===== src/torque_off_pkg.sv =====
/*
 * Shared constants for the torque-off restart control block:
 * register offsets, field positions, mode selector codes and event codes.
 * Assumes a 32-bit APB register bus and a single system clock.
 */
package torque_off_pkg;

    // ----------------------------------------------------------------
    // register map (byte addresses)
    // ----------------------------------------------------------------
    localparam logic [7:0] OFS_MODE = 8'h00;
    localparam logic [7:0] OFS_STATUS = 8'h04;
    localparam logic [7:0] OFS_RESET = 8'h08;

    // ----------------------------------------------------------------
    // mode selector codes
    // ----------------------------------------------------------------
    localparam logic [3:0] MODE_ALARM = 4'h1;
    localparam logic [3:0] MODE_WARNING = 4'h3;
    localparam logic [3:0] MODE_THERM_ALARM = 4'h4;
    localparam logic [3:0] MODE_THERM_WARNING = 4'h5;
    localparam logic [3:0] MODE_COMB_ALARM = 4'h6;
    localparam logic [3:0] MODE_COMB_WARNING = 4'h7;
    localparam logic [3:0] MODE_COMB_ALARM_WARNING = 4'h8;
    localparam logic [3:0] MODE_COMB_WARNING_ALARM = 4'h9;
    localparam logic [3:0] MODE_RESET = MODE_ALARM;
    localparam int MODE_W = 4;

    // ----------------------------------------------------------------
    // event codes and status field layout
    // ----------------------------------------------------------------
    localparam logic [7:0] EVT_NONE = 8'h00;
    localparam logic [7:0] EVT_SAFE_STOP = 8'h44;
    localparam logic [7:0] EVT_DANGER = 8'h48;
    localparam int ST_TORQUE_OFF = 0;
    localparam int ST_ALARM = 1;
    localparam int ST_WARNING = 2;
    localparam int ST_INPUT_OK = 3;
    localparam int ST_THERM_TRIP = 4;
    localparam int ST_EVT_LSB = 8;
    localparam int RESET_BIT = 0;

    typedef enum logic [1:0] {ST_RUN, ST_OFF_AUTO, ST_OFF_LATCH} stop_state_t;

endpackage


===== src/stop_if.sv =====
/*
 * Carries conditioned safety levels and the reset pulse from the input
 * conditioner to the restart controller. Assumes one clock domain.
 */
`timescale 1ns/1ps
`default_nettype none
interface stop_if;
    logic stop_ok;
    logic therm_trip;
    logic reset_pulse;
    modport src (output stop_ok, output therm_trip, output reset_pulse);
    modport snk (input stop_ok, input therm_trip, input reset_pulse);
endinterface
`default_nettype wire


===== src/stop_input_cond.sv =====
/*
 * Input conditioner: synchronises the safe-stop level, the thermistor
 * trip level and the reset sources (digital input, panel key).
 * Assumes pins may change at any time relative to clk_sys.
 */
`timescale 1ns/1ps
`default_nettype none
module stop_input_cond #(
    parameter int SYNC_STAGES = 2
) (
    input wire logic clk_sys,
    input wire logic rst,
    input wire logic safe_stop_in,
    input wire logic therm_trip_in,
    input wire logic reset_din,
    input wire logic reset_key,
    stop_if.src cond
);
    logic [SYNC_STAGES-1:0] stop_sync_reg;
    logic [SYNC_STAGES-1:0] therm_sync_reg;
    logic [SYNC_STAGES-1:0] rst_sync_reg;
    logic rst_seen_reg;

    // elaboration check: a synchroniser needs at least two flops
    if (SYNC_STAGES < 2)
    begin : g_bad_stages
        $error("stop_input_cond: SYNC_STAGES must be at least 2");
    end

    // synchronisers; reset holds the input in the safe (stopped) level
    always_ff @(posedge clk_sys)
    begin
        if (rst)
        begin
            stop_sync_reg <= '0;
            therm_sync_reg <= '0;
            rst_sync_reg <= '0;
        end
        else
        begin
            stop_sync_reg <= {stop_sync_reg[SYNC_STAGES-2:0], safe_stop_in};
            therm_sync_reg <= {therm_sync_reg[SYNC_STAGES-2:0], therm_trip_in};
            rst_sync_reg <= {rst_sync_reg[SYNC_STAGES-2:0],
                             reset_din | reset_key};
        end
    end

    // last-stage copy for reset edge detection
    always_ff @(posedge clk_sys)
    begin
        if (rst)
            rst_seen_reg <= 1'b0;
        else
            rst_seen_reg <= rst_sync_reg[SYNC_STAGES-1];
    end

    // no filtering: one low sample counts as a stop request
    assign cond.stop_ok = stop_sync_reg[SYNC_STAGES-1];
    assign cond.therm_trip = therm_sync_reg[SYNC_STAGES-1];
    assign cond.reset_pulse = rst_sync_reg[SYNC_STAGES-1] & ~rst_seen_reg;

endmodule
`default_nettype wire


===== src/torque_off_ctrl.sv =====
/*
 * Torque-off restart control with APB register access.
 * Assumes an external AND of thermistor card output and safety sensor
 * drives safe_stop_in, and the card reports its own trip on therm_trip_in.
 */
// Contract
// - Removing the safe-stop input voltage alone forces torque off.
// - Alarm mode raises alarm, trips the drive, motor coasts uncontrolled.
// - Manual restart needs input restored first, then bus, input or key reset.
// - Mode defaults to alarm; warning mode resumes when voltage returns.
// - Modes four to nine accepted only with thermistor card fitted.
// - Alarm or warning mode plus card trip gives failure 72, no auto restart.
// - Thermistor-only mode plus external trip gives failure 72, no auto restart.
// - Modes six to nine combine card and relay; seven, eight restart automatically.
// - Torque off is a category zero stop: power removed at once.
// - Safe stop reports code 68: alarm if manual, warning if automatic.
`timescale 1ns/1ps
`default_nettype none
module torque_off_ctrl
    import torque_off_pkg::*;
#(
    parameter int SYNC_STAGES = 2
) (
    input wire logic clk_sys,
    input wire logic rst,
    input wire logic psel,
    input wire logic penable,
    input wire logic pwrite,
    input wire logic [7:0] paddr,
    input wire logic [31:0] pwdata,
    output logic [31:0] prdata,
    output logic pready,
    output logic pslverr,
    input wire logic safe_stop_in,
    input wire logic therm_trip_in,
    input wire logic card_fitted,
    input wire logic reset_din,
    input wire logic reset_key,
    output logic torque_off,
    output logic drive_trip,
    output logic alarm,
    output logic warning,
    output logic [7:0] event_code
);
    // ----------------------------------------------------------------
    // declarations
    // ----------------------------------------------------------------
    stop_if cond ();
    stop_state_t state_reg;
    stop_state_t state_next;
    logic [MODE_W-1:0] mode_reg;
    logic [7:0] event_reg;
    logic [7:0] event_next;
    logic torque_off_reg;
    logic [31:0] prdata_reg;
    logic stop_low;
    logic fault72;
    logic manual_mode;
    logic any_reset;
    logic wr_access;
    logic bus_reset;
    logic mode_legal;
    logic addr_ok;

    stop_input_cond #(
        .SYNC_STAGES(SYNC_STAGES)
    ) u_cond (
        .clk_sys(clk_sys),
        .rst(rst),
        .safe_stop_in(safe_stop_in),
        .therm_trip_in(therm_trip_in),
        .reset_din(reset_din),
        .reset_key(reset_key),
        .cond(cond.src)
    );

    // ----------------------------------------------------------------
    // APB slave
    // ----------------------------------------------------------------
    // address decode and mode legality
    always_comb
    begin
        addr_ok = (paddr == OFS_MODE) || (paddr == OFS_STATUS) ||
                  (paddr == OFS_RESET);
        unique case (pwdata[MODE_W-1:0])
            MODE_ALARM, MODE_WARNING:
                mode_legal = 1'b1;
            MODE_THERM_ALARM, MODE_THERM_WARNING, MODE_COMB_ALARM,
            MODE_COMB_WARNING, MODE_COMB_ALARM_WARNING,
            MODE_COMB_WARNING_ALARM:
                mode_legal = card_fitted;
            default:
                mode_legal = 1'b0;
        endcase
    end

    // zero-wait access; errors on unmapped address or refused mode
    assign pready = psel & penable;
    assign wr_access = psel & penable & pwrite;
    assign pslverr = pready & (~addr_ok | (pwrite & (paddr == OFS_MODE) &
                               ~mode_legal));
    assign bus_reset = wr_access & (paddr == OFS_RESET) & pwdata[RESET_BIT];
    assign prdata = prdata_reg;

    // mode selector register
    always_ff @(posedge clk_sys)
    begin
        if (rst)
            mode_reg <= MODE_RESET;
        else if (wr_access && paddr == OFS_MODE && mode_legal)
            mode_reg <= pwdata[MODE_W-1:0];
    end

    // read data captured in the setup phase
    always_ff @(posedge clk_sys)
    begin
        if (rst)
            prdata_reg <= '0;
        else if (psel && !penable)
        begin
            prdata_reg <= '0;
            if (paddr == OFS_MODE)
                prdata_reg[MODE_W-1:0] <= mode_reg;
            else if (paddr == OFS_STATUS)
            begin
                prdata_reg[ST_TORQUE_OFF] <= torque_off_reg;
                prdata_reg[ST_ALARM] <= state_reg == ST_OFF_LATCH;
                prdata_reg[ST_WARNING] <= state_reg == ST_OFF_AUTO;
                prdata_reg[ST_INPUT_OK] <= cond.stop_ok;
                prdata_reg[ST_THERM_TRIP] <= cond.therm_trip;
                prdata_reg[ST_EVT_LSB +: 8] <= event_reg;
            end
        end
    end

    // ----------------------------------------------------------------
    // stop classification
    // ----------------------------------------------------------------
    assign stop_low = ~cond.stop_ok;
    assign any_reset = cond.reset_pulse | bus_reset;

    // mismatched source for the selected mode and restart style
    always_comb
    begin
        fault72 = 1'b0;
        manual_mode = 1'b1;
        unique case (mode_reg)
            MODE_ALARM:
                fault72 = stop_low & cond.therm_trip;
            MODE_WARNING:
            begin
                fault72 = stop_low & cond.therm_trip;
                manual_mode = 1'b0;
            end
            MODE_THERM_ALARM:
                fault72 = stop_low & ~cond.therm_trip;
            MODE_THERM_WARNING:
            begin
                fault72 = stop_low & ~cond.therm_trip;
                manual_mode = 1'b0;
            end
            MODE_COMB_WARNING, MODE_COMB_ALARM_WARNING:
                manual_mode = 1'b0;
            default:
                manual_mode = 1'b1;
        endcase
    end

    // ----------------------------------------------------------------
    // restart state machine
    // ----------------------------------------------------------------
    always_comb
    begin
        state_next = state_reg;
        event_next = event_reg;
        unique case (state_reg)
            ST_RUN:
                if (stop_low)
                begin
                    if (fault72 || manual_mode)
                        state_next = ST_OFF_LATCH;
                    else
                        state_next = ST_OFF_AUTO;
                    event_next = fault72 ? EVT_DANGER : EVT_SAFE_STOP;
                end
            ST_OFF_AUTO:
                if (fault72)
                begin
                    state_next = ST_OFF_LATCH;
                    event_next = EVT_DANGER;
                end
                else if (!stop_low)
                begin
                    state_next = ST_RUN;
                    event_next = EVT_NONE;
                end
            ST_OFF_LATCH:
                if (fault72)
                    event_next = EVT_DANGER;
                else if (!stop_low && any_reset)
                begin
                    state_next = ST_RUN;
                    event_next = EVT_NONE;
                end
        endcase
    end

    // state and event registers
    always_ff @(posedge clk_sys)
    begin
        if (rst)
        begin
            state_reg <= ST_OFF_LATCH;
            event_reg <= EVT_NONE;
        end
        else
        begin
            state_reg <= state_next;
            event_reg <= event_next;
        end
    end

    // power removal follows the stop decision at once, no ramp
    always_ff @(posedge clk_sys)
    begin
        if (rst)
            torque_off_reg <= 1'b1;
        else
            torque_off_reg <= state_next != ST_RUN;
    end

    // indicator outputs
    always_ff @(posedge clk_sys)
    begin
        if (rst)
        begin
            alarm <= 1'b0;
            warning <= 1'b0;
        end
        else
        begin
            alarm <= state_next == ST_OFF_LATCH && event_next != EVT_NONE;
            warning <= state_next == ST_OFF_AUTO;
        end
    end

    assign torque_off = torque_off_reg;
    assign drive_trip = alarm;
    assign event_code = event_reg;
endmodule
`default_nettype wire


===== config.mk =====
export PLATFORM = sky130hd
export DESIGN_NAME = torque_off_ctrl
export DESIGN_NICKNAME = d
export VERILOG_FILES = /design/src/torque_off_pkg.sv /design/src/stop_if.sv /design/src/stop_input_cond.sv /design/src/torque_off_ctrl.sv
export SDC_FILE = /design/constraint.sdc
export NUM_CORES = 1
export LEC_CHECK = 0
export BUFFER_PORTS_ARGS = -buffer_cell sky130_fd_sc_hd__buf_4
export CAP_MARGIN = 20
export CORE_UTILIZATION = 40
export CTS_CLUSTER_DIAMETER = 120
export CTS_CLUSTER_SIZE = 28
export DETAILED_ROUTE_END_ITERATION = 10
export PLACE_DENSITY_LB_ADDON = 0.05
export SLEW_MARGIN = 20
export SYNTH_ARGS = -nofsm -noshare
export SYNTH_HDL_FRONTEND = slang
export SYNTH_SLANG_ARGS = --single-unit

===== constraint.sdc =====
create_clock -name clk_sys -period 5.03 [get_ports clk_sys]
set_clock_uncertainty 0.2 [all_clocks]
set_input_delay 1.006 -clock clk_sys [delete_from_list [all_inputs] [get_ports clk_sys]]
set_output_delay 1.006 -clock clk_sys [all_outputs]
set_load 0.005 [all_outputs]

# Word-level counts from Yosys, hierarchy flattened

Cells that the tools add are included.

Register bits: 37
Output and inout port bits: 46
Word-level logic and storage cells: 89

Equality and inequality tests: 20
Multiplexer cells: 22
Bitwise gates (word level): 18
Reduce and logical (&&, ||, !) cells: 18

Operator list:

| kind                                                | count |
|---|---|
| two-way mux 8 bit                                   | 7 |
| equality test 4 x 3 -> 1 bit, second input constant | 7 |
| case mux 8 bit (3 select lines)                     | 1 |
| equality test 4 bit, second input constant          | 3 |
| two-way mux 2 bit                                   | 6 |
| AND 1 bit                                           | 10 |
| equality test 4 x 1 -> 1 bit, second input constant | 2 |
| equality test 4 x 2 -> 1 bit, second input constant | 2 |
| equality test 8 x 3 -> 1 bit, second input constant | 1 |
| equality test 8 x 4 -> 1 bit, second input constant | 1 |
| zero test 8 bit                                     | 1 |
| two-way mux 4 bit                                   | 2 |
| nonzero test 8 bit                                  | 1 |
| case mux 2 bit (3 select lines)                     | 1 |
| OR reduction 2 bit                                  | 3 |
| OR reduction 6 bit                                  | 1 |
| logical AND 1 bit                                   | 5 |
| two-way mux 5 bit                                   | 1 |
| NOT 1 bit                                           | 5 |
| equality test 2 x 1 -> 1 bit, second input constant | 2 |
| equality test 2 bit, second input constant          | 2 |
| case mux 1 bit (2 select lines)                     | 2 |
| OR reduction 4 bit                                  | 1 |
| logical OR 1 bit                                    | 3 |
| 5 further kinds                                     | 8 |

# Depth between registers and ports, before layout

Gate-level depths: netlist of the first run.

Depth after elaboration: 11
Gate-level depth with buffers: 8
Gate-level depth less buffers: 7

# By module

A second synthesis of the first run with hierarchy kept.

Cell total of the unflattened synthesis: 189
Area total of the unflattened synthesis: 1,824.2 µm²

By module, submodules not included:

| module          | times used | cells each | area an instance (µm²) | sequential area each (µm²) |
|---|---|---|---|---|
| torque_off_ctrl | 1          | 174        | 1,615.3                | 600.6 |
| stop_input_cond | 1          | 15         | 209.0                  | 140.1 |

# Least setup slack after synthesis of the first run

OpenSTA, ideal clock, no wires.

Path type: input to output
From: in paddr[1]
To: out pslverr
Arrival time: 1.937 ns
Data required time: 3.824 ns
Slack: 1.887 ns
Stages: 3
Path through: or4_4 or2_0 o21a_1

Cells in the longest elaborated chain, start to end: 6
Elaborated cells between the ends (all ways): 10

Ends and longest elaborated chain:

| what                                                            | line                                          | text |
|---|---|---|
| start: declaration                                              | torque_off_ctrl.sv:29                         | `input wire logic [7:0] paddr,` |
| equality test 8 x 3 -> 1 bit or zero test 8 bit (tied branches) | torque_off_ctrl.sv:83, torque_off_ctrl.sv:100 |  |
| logical OR 1 bit (2 in a row)                                   | torque_off_ctrl.sv:83                         | `addr_ok = (paddr == OFS_MODE) \|\| (paddr == OFS_STATUS) \|\|` |
| NOT 1 bit                                                       | torque_off_ctrl.sv:100                        | `assign pslverr = pready & (~addr_ok \| (pwrite & (paddr == OFS_MODE) &` |
| bitwise OR 1 bit (*)                                            | torque_off_ctrl.sv:100                        |  |
| AND 1 bit (*)                                                   | torque_off_ctrl.sv:100                        |  |
| end: declaration                                                | torque_off_ctrl.sv:33                         | `output logic pslverr,` |

Every way passes the cells marked *; elsewhere a longest branch is shown, timed or not.

# Worst setup path in the final report of the first run

Ends and elaborated chain as after synthesis.

==> results by group, run 1 <==
Floorplan
  • Rows: 23
  • Core ar.: a little over 4000 um2
  • Starting density of the core: 42.1%
  • Die H: 67.4 um
  • Die area: 4540 um2
  • Die W: ~67 um
  • I/O pin count: between 90 and 100

Routing
  • Final wirelength: 3630 um
  • ANT nets after route: 0
  • 1st-iter DRT viols: 84
  • Drt drc: 0
  • Vias: about 1.4k
  • Wire per inst: 12.8 um
  • Via-per-instance ratio: roughly 5.0
  • Initial DRT Pass Iterations: 4

Pwr
  • LEAKAGE: between 0.9 and 1 nW
  • Maximum VDD drop: around 0.24 mV
  • Overall Power: ~850 uW
  • PwrDens: 399 nW/um2

STA
  • Slew @ Worst Pin: approximately 690 ps
  • Max-slew headroom: around 53%
  • RSZ-0062 raised after global routing: no
  • Maximum clock frequency: 293 MHz
  • Final Max Slew Viols: 0
  • Crit share post-route: about two thirds
  • TNS Setup: 0 ps
  • Fin crit period: between 3000 and 4000 ps
  • Setup violators final: 0
  • Hold Fails Final Rpt: 0

Critical path
  • Crit-path max FO: 3
  • Crit-path max cell delay: 540 ps
  • CP required: 3820 ps
  • CP max stage cell: or4_4
  • Flop-to-flop setup slack: ~2600 ps
  • Data arrival, critical path: about 2200 ps
  • Worst Setup Start Kind: input port
  • Worst setup EP type: output port
  • CP delay by family, top: simple AND/OR/NAND/NOR gates
  • WS Path Type: input port to output port
  • Most used cell, CP: buf_4
  • CP bufs+invs: 2
  • Crit-path cells: buf_4 -> or4_4 -> or2_0 -> o21a_1 -> buf_4

Logic synthesis
  • Post-synth top flop: dfxtp_1
  • Sequential area share after synthesis: 43.3%
  • Mapped cell area: between 1500 and 2000 um2
  • Yosys Warn Count: 0
  • Top cell type's share of synthesized area: between 40% and 50%
  • Synth Register Bits: 37
  • Synth cell types: 40
  • Post-synth ARST share: 0%
  • EDFF count, synth: 0
  • Mapped Cells: approximately 190
  • Syn Area/Cell: between 9 and 10 um2
  • Area leader, netlist: dfxtp_1
  • Synth area leaders: dfxtp_1 43%, buf_4 8.8%, a22oi_1 6.1%

Clocking
  • CTS H-Tree Depth: 2
  • Sink Count: 37
  • Post-CTS resize count: 0
  • CTS Root Cell: clkbuf_8
  • CTS Buf Count: 5
  • CTS max path bufs: 2
  • Clk pin slew, worst setup/hold paths: roughly 70 ps
  • Post-CTS Setup Inserts: 0
  • Hold Buf Count CTS: 0
  • Clk_lat worst skew: about 290 ps
  • CTS tree: done

Finish
  • Non-filler cells, final: 283
  • Fin nets: between 200 and 300
  • Most common cell after layout, fill and taps aside: buf_4
  • Most frequent cells in the layout: 48 x buf_4, 37 x dfxtp_1, 25 x nor2_1
  • Largest register FFs: 13
  • Area Growth Syn to Fin: 24.6%
  • Layout cell share with drive strength beyond 1: between 20% and 30%
  • # diodes: 0
  • Fin util: 52.5%

Placement
  • HPWL after DPL: between 2000 and 3000 um
  • Placed insts: approximately 280
  • Port Buffer Count: 48
  • GPL Wtd Cong: 0.799

Global route
  • Largest net degree at the start of global routing: 28
  • Number of global-route vias before repair: ~1.3k
  • Initial antenna violation count: 0
  • GRT Util Overall: 17.6%
  • First-pass GRT wire length: a little under 6000 um
  • Gr ovfl total: 0

Status
  • Status: complete, no violations

Run
  • Max cap viols: 0

Min path
  • Hold Path Class: register to register
[power by group]
part | total, mW | switching (mW) | internal [mW]
logic | 0.251 | 0.134 | 0.117
registers | 0.338 | 0.0201 | 0.318
clock network | 0.260 | 0.0989 | 0.162
total | 0.850 | 0.253 | 0.597
[path summary, 6_finish.rpt]
check | startpoint | end | cells past startpoint
min | u_cond.therm_sync_reg[0]$_SDFF_PP0_ | u_cond.therm_sync_reg[1]$_SDFF_PP0_ | 1
min reg2reg | u_cond.therm_sync_reg[0]$_SDFF_PP0_ | u_cond.therm_sync_reg[1]$_SDFF_PP0_ | 1
max | paddr[1] | pslverr | 5
max reg2reg | state_reg[0]$_SDFF_PP0_ | alarm$_SDFF_PP0_ | 7
[per-stage QoR]
step	area (um2)	worst slack, ps	hold slack, ps
after global routing	2130	1570	264
after floorplan	1780	1890	214
final	2130	1620	237
after detailed placement	2010	1620	228
after CTS	2130	1610	245
after global placement	2010	1630	221
[area by class of cell]
cell class / instances / area (um2)
repair buffers: 48 / 360
well taps: 50 / 62.6
multi-input cells: 133 / 823
flip-flops and latches: 37 / 741
clock buffers: 7 / 86.3
inverters: 7 / 26.3
clock inverters: 1 / 30.0
fillers: 378 / 1930
[layer usage]
layer,GRT usage [%],vias to the layer above,share of wire [%]
li1,-,702,-
met1,22.2,644,45
met5,0,-,0
met4,6.38,0,0.91
met3,4.22,4,6.1
met2,29.0,59,48
[cell usage after synthesis, types with 2 or more instances]
master and instances:
mux2i_1 6, nor4_1 4, nand3_1 2, nor4b_1 3, clkbuf_1 7, a22oi_1 14, buf_2 2, nor2_1 25
o21a_1 2, buf_4 20, nor2b_1 8, ha_1 2, nor3b_1 2, nor3_1 5, and2_1 7, nand2b_1 2
mux2_2 4, inv_1 7, dfxtp_1 37, o21ai_0 2, a21oi_1 3, nand2_1 6
[kinds of logic after synthesis]
group / share of synthesized area (%)
buffers and inverters: 12.4
flip-flops: 43.3
AO/OA/AOI/OAI: 13.5
multiplexers: 6.15
other: 0.219
AND/OR/NAND/NOR: 22.9
adder cells (fa/ha/maj): 1.46
Note: power is estimated with default switching activity, not from simulation.
==> run 2: changes to the inputs <==
--- a/config.mk
+++ b/config.mk
@@ -7,7 +7,7 @@
 export LEC_CHECK = 0
 export BUFFER_PORTS_ARGS = -buffer_cell sky130_fd_sc_hd__buf_4
 export CAP_MARGIN = 20
-export CORE_UTILIZATION = 40
+export CORE_UTILIZATION = 39
 export CTS_CLUSTER_DIAMETER = 120
 export CTS_CLUSTER_SIZE = 28
 export DETAILED_ROUTE_END_ITERATION = 10
==> constraint.sdc (replaced) <==
create_clock -name clk_sys -period 3.05 [get_ports clk_sys]
set_clock_uncertainty 0.2 [all_clocks]
set_input_delay 0.61 -clock clk_sys [delete_from_list [all_inputs] [get_ports clk_sys]]
set_output_delay 0.61 -clock clk_sys [all_outputs]
set_load 0.005 [all_outputs]
==> run 2 against run 1 <==
  * Die area up 2.5%
  * Core utilization down 0.19 points
  * Critical endpoint unchanged
  * Register-to-register slack worse by 2000 ps
  * Routed wire length up 2.6%
  * Highest routed layer unchanged
  * Worst hold slack better by 3.1 ps
  * Flip-flop and latch count unchanged
==> results by group, run 2 (synthesis results as in run 1) <==
Status
  • Status: complete, no violations

Pwr
  • PwrDens: 655 nW/um2 (+64%)
  • Overall Power: 1.41 mW (+66%)
  • Maximum VDD drop: 0.442 mV (+88%)
  • LEAKAGE: 0.976 nW (+1.6%)

Critical path
  • Flop-to-flop setup slack: 640 ps (-1970 ps)
  • Worst Setup Start Kind: input port
  • CP required: 2240 ps (-1580 ps)
  • R2R Path End: alarm$_SDFF_PP0_
  • Worst Setup EP: pslverr
  • Crit-path max FO: 3 (unchanged)
  • R2r startpoint: state_reg[0]$_SDFF_PP0_
  • Worst setup EP type: output port
  • R2R cell count: 7 (unchanged)
  • Crit path launch: paddr[1]
  • Data arrival, critical path: 1810 ps (-390 ps)
  • WS Path Type: input port to output port

Finish
  • Most common cell after layout, fill and taps aside: buf_4
  • Layout cell share with drive strength beyond 1: 29.2% (+0.91 points)
  • Fin nets: 287 (+1.1%)
  • # diodes: 0 (unchanged)
  • Area Growth Syn to Fin: 25.9%
  • Design Area, Final: 2150 um2 (+1.1%)
  • Most frequent cells in the layout: 51 x buf_4, 37 x dfxtp_1, 25 x nor2_1
  • Largest register FFs: 13 (unchanged)

STA
  • Slew @ Worst Pin: 676 ps (-17.7 ps)
  • Hold Fails Final Rpt: 0 (unchanged)
  • TNS Setup: 0 ps (unchanged)
  • Crit share post-route: about 86%
  • Fin crit period: between 2000 and 3000 ps
  • Worst hold slack: 240 ps (+3.13 ps)
  • RSZ-0062 raised after global routing: no
  • Final Max Slew Viols: 0 (unchanged)
  • Maximum clock frequency: approximately 380 MHz
  • Max-slew headroom: 54.3% (+1.2 points)
  • Setup violators final: 0 (unchanged)

Routing
  • 1st-iter DRT viols: 71 (-15%)
  • Wire per inst: 13.0 um (+1.6%)
  • Drt drc: 0 (unchanged)
  • Initial DRT Pass Iterations: 4 (unchanged)
  • Via-per-instance ratio: 5.04 (+1.3%)
  • Final wirelength: 3720 um (+2.6%)
  • Vias: 1442 (+2.3%)
  • ANT nets after route: 0 (unchanged)

Clocking
  • Sink Count: 37 (unchanged)
  • CTS max path bufs: 2 (unchanged)
  • Hold Buf Count CTS: 0 (unchanged)
  • Post-CTS resize count: 0 (unchanged)
  • Clk_lat worst skew: 280 ps (about the same)
  • CTS tree: done
  • CTS Buf Count: 5 (unchanged)
  • Clk pin slew, worst setup/hold paths: 70 ps (about the same)
  • CTS H-Tree Depth: 2 (unchanged)
  • CTS Root Cell: clkbuf_8
  • Post-CTS Setup Inserts: 0 (unchanged)

Floorplan
  • Die W: 68.2 um (+1.2%)
  • Core ar.: 4120 um2 (+1.4%)
  • Die area: 4650 um2 (+2.5%)
  • Starting density of the core: 41.5% (-0.59 points)
  • Rows: 23 (unchanged)
  • I/O pin count: 96 (unchanged)
  • Die H: 68.2 um (+1.2%)

Placement
  • DP Area: 2040 um2 (+1.1%)
  • Port Buffer Count: 48 (unchanged)
  • HPWL after DPL: 2830 um (+3.0%)
  • GPL Wtd Cong: 0.792 (-0.89%)

Global route
  • Number of global-route vias before repair: 1350 (+6.9%)
  • Gr ovfl total: 0 (unchanged)
  • Largest net degree at the start of global routing: 28 (unchanged)
  • First-pass GRT wire length: 6100 um (+2.7%)
  • GRT Util Overall: 17.8% (+0.17 points)
  • Initial antenna violation count: 0 (unchanged)

Run
  • Max cap viols: 0 (unchanged)

Min path
  • Hold Path Class: register to register
[run 2: changes by cell type in the layout (fill, tap and decap cells not counted)]
cell   previous run  this run
buf_4            48        51
[run 2: critical path: stages]
cell    delay [ps]
buf_4          110
or4_4          530
or2_0          240
o21a_1         190
buf_4          130
[run 2: worst min path at each step]
| stage | startpoint | depth (start not counted) | to | slack [ps] |
|---|---|---|---|---|
| 2_1_floorplan | u_cond.rst_sync_reg[0]$_SDFF_PP0_ | 1 | u_cond.rst_sync_reg[1]$_SDFF_PP0_ | 210 |
| 3_5_place_dp | u_cond.stop_sync_reg[0]$_SDFF_PP0_ | 1 | u_cond.stop_sync_reg[1]$_SDFF_PP0_ | 230 |
| 3_3_place_gp | u_cond.rst_sync_reg[0]$_SDFF_PP0_ | 1 | u_cond.rst_sync_reg[1]$_SDFF_PP0_ | 230 |
| 4_1_cts | u_cond.stop_sync_reg[0]$_SDFF_PP0_ | 1 | u_cond.stop_sync_reg[1]$_SDFF_PP0_ | 240 |
| 5_1_grt | u_cond.stop_sync_reg[0]$_SDFF_PP0_ | 1 | u_cond.stop_sync_reg[1]$_SDFF_PP0_ | 250 |
| 6_report | u_cond.stop_sync_reg[0]$_SDFF_PP0_ | 1 | u_cond.stop_sync_reg[1]$_SDFF_PP0_ | 240 |
[run 2: area by class of cell]
cell class	count	area, um2
multi-input cells	133	823
inverters	7	26.3
clock inverters	1	30.0
well taps	50	62.6
flip-flops and latches	37	741
clock buffers	7	86.3
repair buffers	51	383
fillers	381	1960
[run 2: routing by layer]
layer / global-route usage [%] / wire length [um]
met5: 0 / 0
met4: 7.03 / 43
met3: 4.00 / 153
met2: 29.9 / 1870
met1: 21.7 / 1650
[run 2: through the flow]
stage | util [%] | std cells | setup WS, ps
global route | 52.3 | 286 | 392
floorplan | - | 206 | 551
finish | 52.3 | 286 | 428
global placement | 49.5 | 278 | 276
detailed placement | 49.5 | 278 | 322
CTS | 52.3 | 286 | 427
[run 2: power by group]
| group | internal [mW] | leakage (nW) | switching, mW |
|---|---|---|---|
| sequential | 0.525 | 0.301 | 0.0342 |
| clock | 0.266 | 0.0585 | 0.159 |
| combinational | 0.207 | 0.617 | 0.218 |
| total | 0.998 | 0.976 | 0.412 |
==> run 3: changes to the inputs <==
--- a/config.mk
+++ b/config.mk
@@ -7,7 +7,9 @@
 export LEC_CHECK = 0
 export BUFFER_PORTS_ARGS = -buffer_cell sky130_fd_sc_hd__buf_4
 export CAP_MARGIN = 20
-export CORE_UTILIZATION = 39
+export CELL_PAD_IN_SITES_DETAIL_PLACEMENT = 1
+export CELL_PAD_IN_SITES_GLOBAL_PLACEMENT = 1
+export CORE_UTILIZATION = 28
 export CTS_CLUSTER_DIAMETER = 120
 export CTS_CLUSTER_SIZE = 28
 export DETAILED_ROUTE_END_ITERATION = 10
==> run 3 against run 2 <==
  * Global-route usage shrank 3.7 points
  * Sequential share of layout area shrank 0.080 points
  * Register-to-register slack gained 250 ps
  * Fmax shrank 0.94%
  * Routed wire length grew 15%
  * Flip-flop and latch count is the same
  * Cell count grew 9.1%
  * Largest power group unchanged
  * Clock power shrank 22%
  * Critical path depth is the same
  * Non-clock buffer count grew 1
==> results by group, run 3 (synthesis results as in run 1) <==
Critical path
  • Worst setup EP type: output port
  • WS Path Type: input port to output port
  • Crit path launch: paddr[1]
  • Data arrival, critical path: 1840 ps (+30 ps)
  • Worst Setup Start Kind: input port
  • Crit-path max FO: 3 (unchanged)
  • CP required: 2240 ps (about the same)
  • R2r startpoint: state_reg[0]$_SDFF_PP0_

Global route
  • Gr ovfl total: 0 (unchanged)
  • Number of global-route vias before repair: 1428 (+5.8%)
  • Initial antenna violation count: 0 (unchanged)
  • First-pass GRT wire length: 6820 um (+12%)
  • Largest net degree at the start of global routing: 28 (unchanged)
  • GRT Util Overall: 14.1% (-3.7 points)

Routing
  • Vias: 1441 (-0.069%)
  • Drt drc: 0 (unchanged)
  • Via-per-instance ratio: 4.62 (-8.4%)
  • 1st-iter DRT viols: 69 (-2.8%)
  • Wire per inst: 13.7 um (+5.6%)
  • Initial DRT Pass Iterations: 4 (unchanged)
  • ANT nets after route: 0 (unchanged)
  • Final wirelength: 4290 um (+15%)

Pwr
  • Net Sw Frac: 32.8% (+3.6 points)
  • PwrDens: 622 nW/um2 (-5.1%)
  • Combinational share of power: 33.5% (+3.4 points)
  • Maximum VDD drop: 0.378 mV (-14%)
  • P_int: 901 uW (-9.7%)
  • Flop pwr share: 41.7% (+2.0 points)
  • Clock Power Share: 24.8% (-5.4 points)
  • LEAKAGE: 0.968 nW (-0.85%)
  • Net Sw Power: 440 uW (+6.9%)

Clocking
  • Hold Buf Count CTS: 0 (unchanged)
  • CTS Buf Count: 5 (unchanged)
  • CTS tree: done
  • CTS Root Cell: clkbuf_8
  • Post-CTS resize count: 0 (unchanged)
  • CTS max path bufs: 2 (unchanged)
  • Post-CTS Setup Inserts: 0 (unchanged)
  • Clk pin slew, worst setup/hold paths: 70 ps (about the same)
  • CTS H-Tree Depth: 2 (unchanged)
  • Sink Count: 37 (unchanged)
  • Clk_lat worst skew: 290 ps (about the same)

Finish
  • Largest register FFs: 13 (unchanged)
  • Fin nets: 288 (+0.35%)
  • FILL cells: 717 (+88%)
  • Most common cell after layout, fill and taps aside: buf_4
  • # diodes: 0 (unchanged)
  • Most frequent cells in the layout: 52 x buf_4, 37 x dfxtp_1, 25 x nor2_1
  • Area of the multi-input gates: 823 um2 (unchanged)
  • Area Growth Syn to Fin: 26.2%
  • Layout cell share with drive strength beyond 1: 29.5% (+0.30 points)
  • Non-filler cells, final: 312 (+9.1%)
  • Reg area: 741 um2 (unchanged)
  • Fin util: 36.4% (-16 points)

STA
  • TNS Setup: 0 ps (unchanged)
  • RSZ-0062 raised after global routing: no
  • Maximum clock frequency: 378 MHz (-0.94%)
  • Final WS setup: 403 ps (-24.8 ps)
  • Max-slew headroom: 54.3% (about the same)
  • Crit share post-route: 86.8% (+0.81 points)
  • Setup violators final: 0 (unchanged)
  • Fin crit period: 2650 ps (+24.8 ps)
  • Slew @ Worst Pin: 676 ps (+0.403 ps)
  • Hold Fails Final Rpt: 0 (unchanged)
  • Final Max Slew Viols: 0 (unchanged)

Floorplan
  • Die H: 80.1 um (+17%)
  • Die area: 6420 um2 (+38%)
  • Die W: 80.1 um (+17%)
  • Core ar.: 5920 um2 (+44%)
  • Starting density of the core: 28.9% (-13 points)
  • Rows: 28 (+22%)
  • I/O pin count: 96 (unchanged)

Placement
  • Placed insts: 304 (+9.4%)
  • Dpl ws: 276 ps (-46.3 ps)
  • HPWL after DPL: 3260 um (+15%)
  • GPL Wtd Cong: 0.803 (+1.4%)
  • Port Buffer Count: 48 (unchanged)

Status
  • Status: complete, no violations

Min path
  • Hold Path Class: register to register
  • Worst Hold Launch: u_cond.therm_sync_reg[0]$_SDFF_PP0_

Run
  • Max cap viols: 0 (unchanged)
==> run 3: worst paths after layout <==
path / end / slack (ps) / cells after the start
setup / recovery: pslverr / 400 / 5
hold / removal: u_cond.therm_sync_reg[1]$_SDFF_PP0_ / 240 / 1
setup reg to reg: warning$_SDFF_PP0_ / 890 / 7
hold reg to reg: u_cond.therm_sync_reg[1]$_SDFF_PP0_ / 240 / 1
==> run 3: per-layer routing <==
metal | track usage [%] | share of wire [%] | vias to the layer above
li1 | - | - | 707
met1 | 16.8 | 47 | 693
met2 | 23.8 | 48 | 36
met3 | 3.64 | 3.7 | 5
met4 | 5.89 | 1.3 | 0
met5 | 0 | 0 | -
==> run 3: layout make-up <==
class / instances / area share [%]
multi-input cells: 133 / 38.2
clock inverters: 2 / 0.464
flip-flops and latches: 37 / 34.3
inverters: 7 / 1.22
well taps: 75 / 4.35
repair buffers: 52 / 18.1
clock buffers: 6 / 3.36
==> run 3: worst max-delay path, stage by stage <==
cell and delay, ps:
buf_4 110, or4_4 540, or2_0 240, o21a_1 200, buf_4 130
==> run 3: power groups by stage <==
| stage | sequential, mW | combinational (mW) | clock [mW] |
|---|---|---|---|
| after global placement | 0.570 | 0.447 | 0 |
| after floorplan | 0.563 | 0.302 | 0 |
| after detailed placement | 0.572 | 0.447 | 0 |
| final | 0.560 | 0.450 | 0.332 |
| after CTS | 0.561 | 0.455 | 0.346 |
| after global routing | 0.566 | 0.501 | 0.363 |
==> run 3: stage by stage <==
step	area (um2)	total power [mW]	hold WS, ps
6_report	2160	1.34	239
5_1_grt	2160	1.43	261
4_1_cts	2160	1.36	245
3_5_place_dp	2070	1.02	227
3_3_place_gp	2070	1.02	219
2_1_floorplan	1780	0.864	214
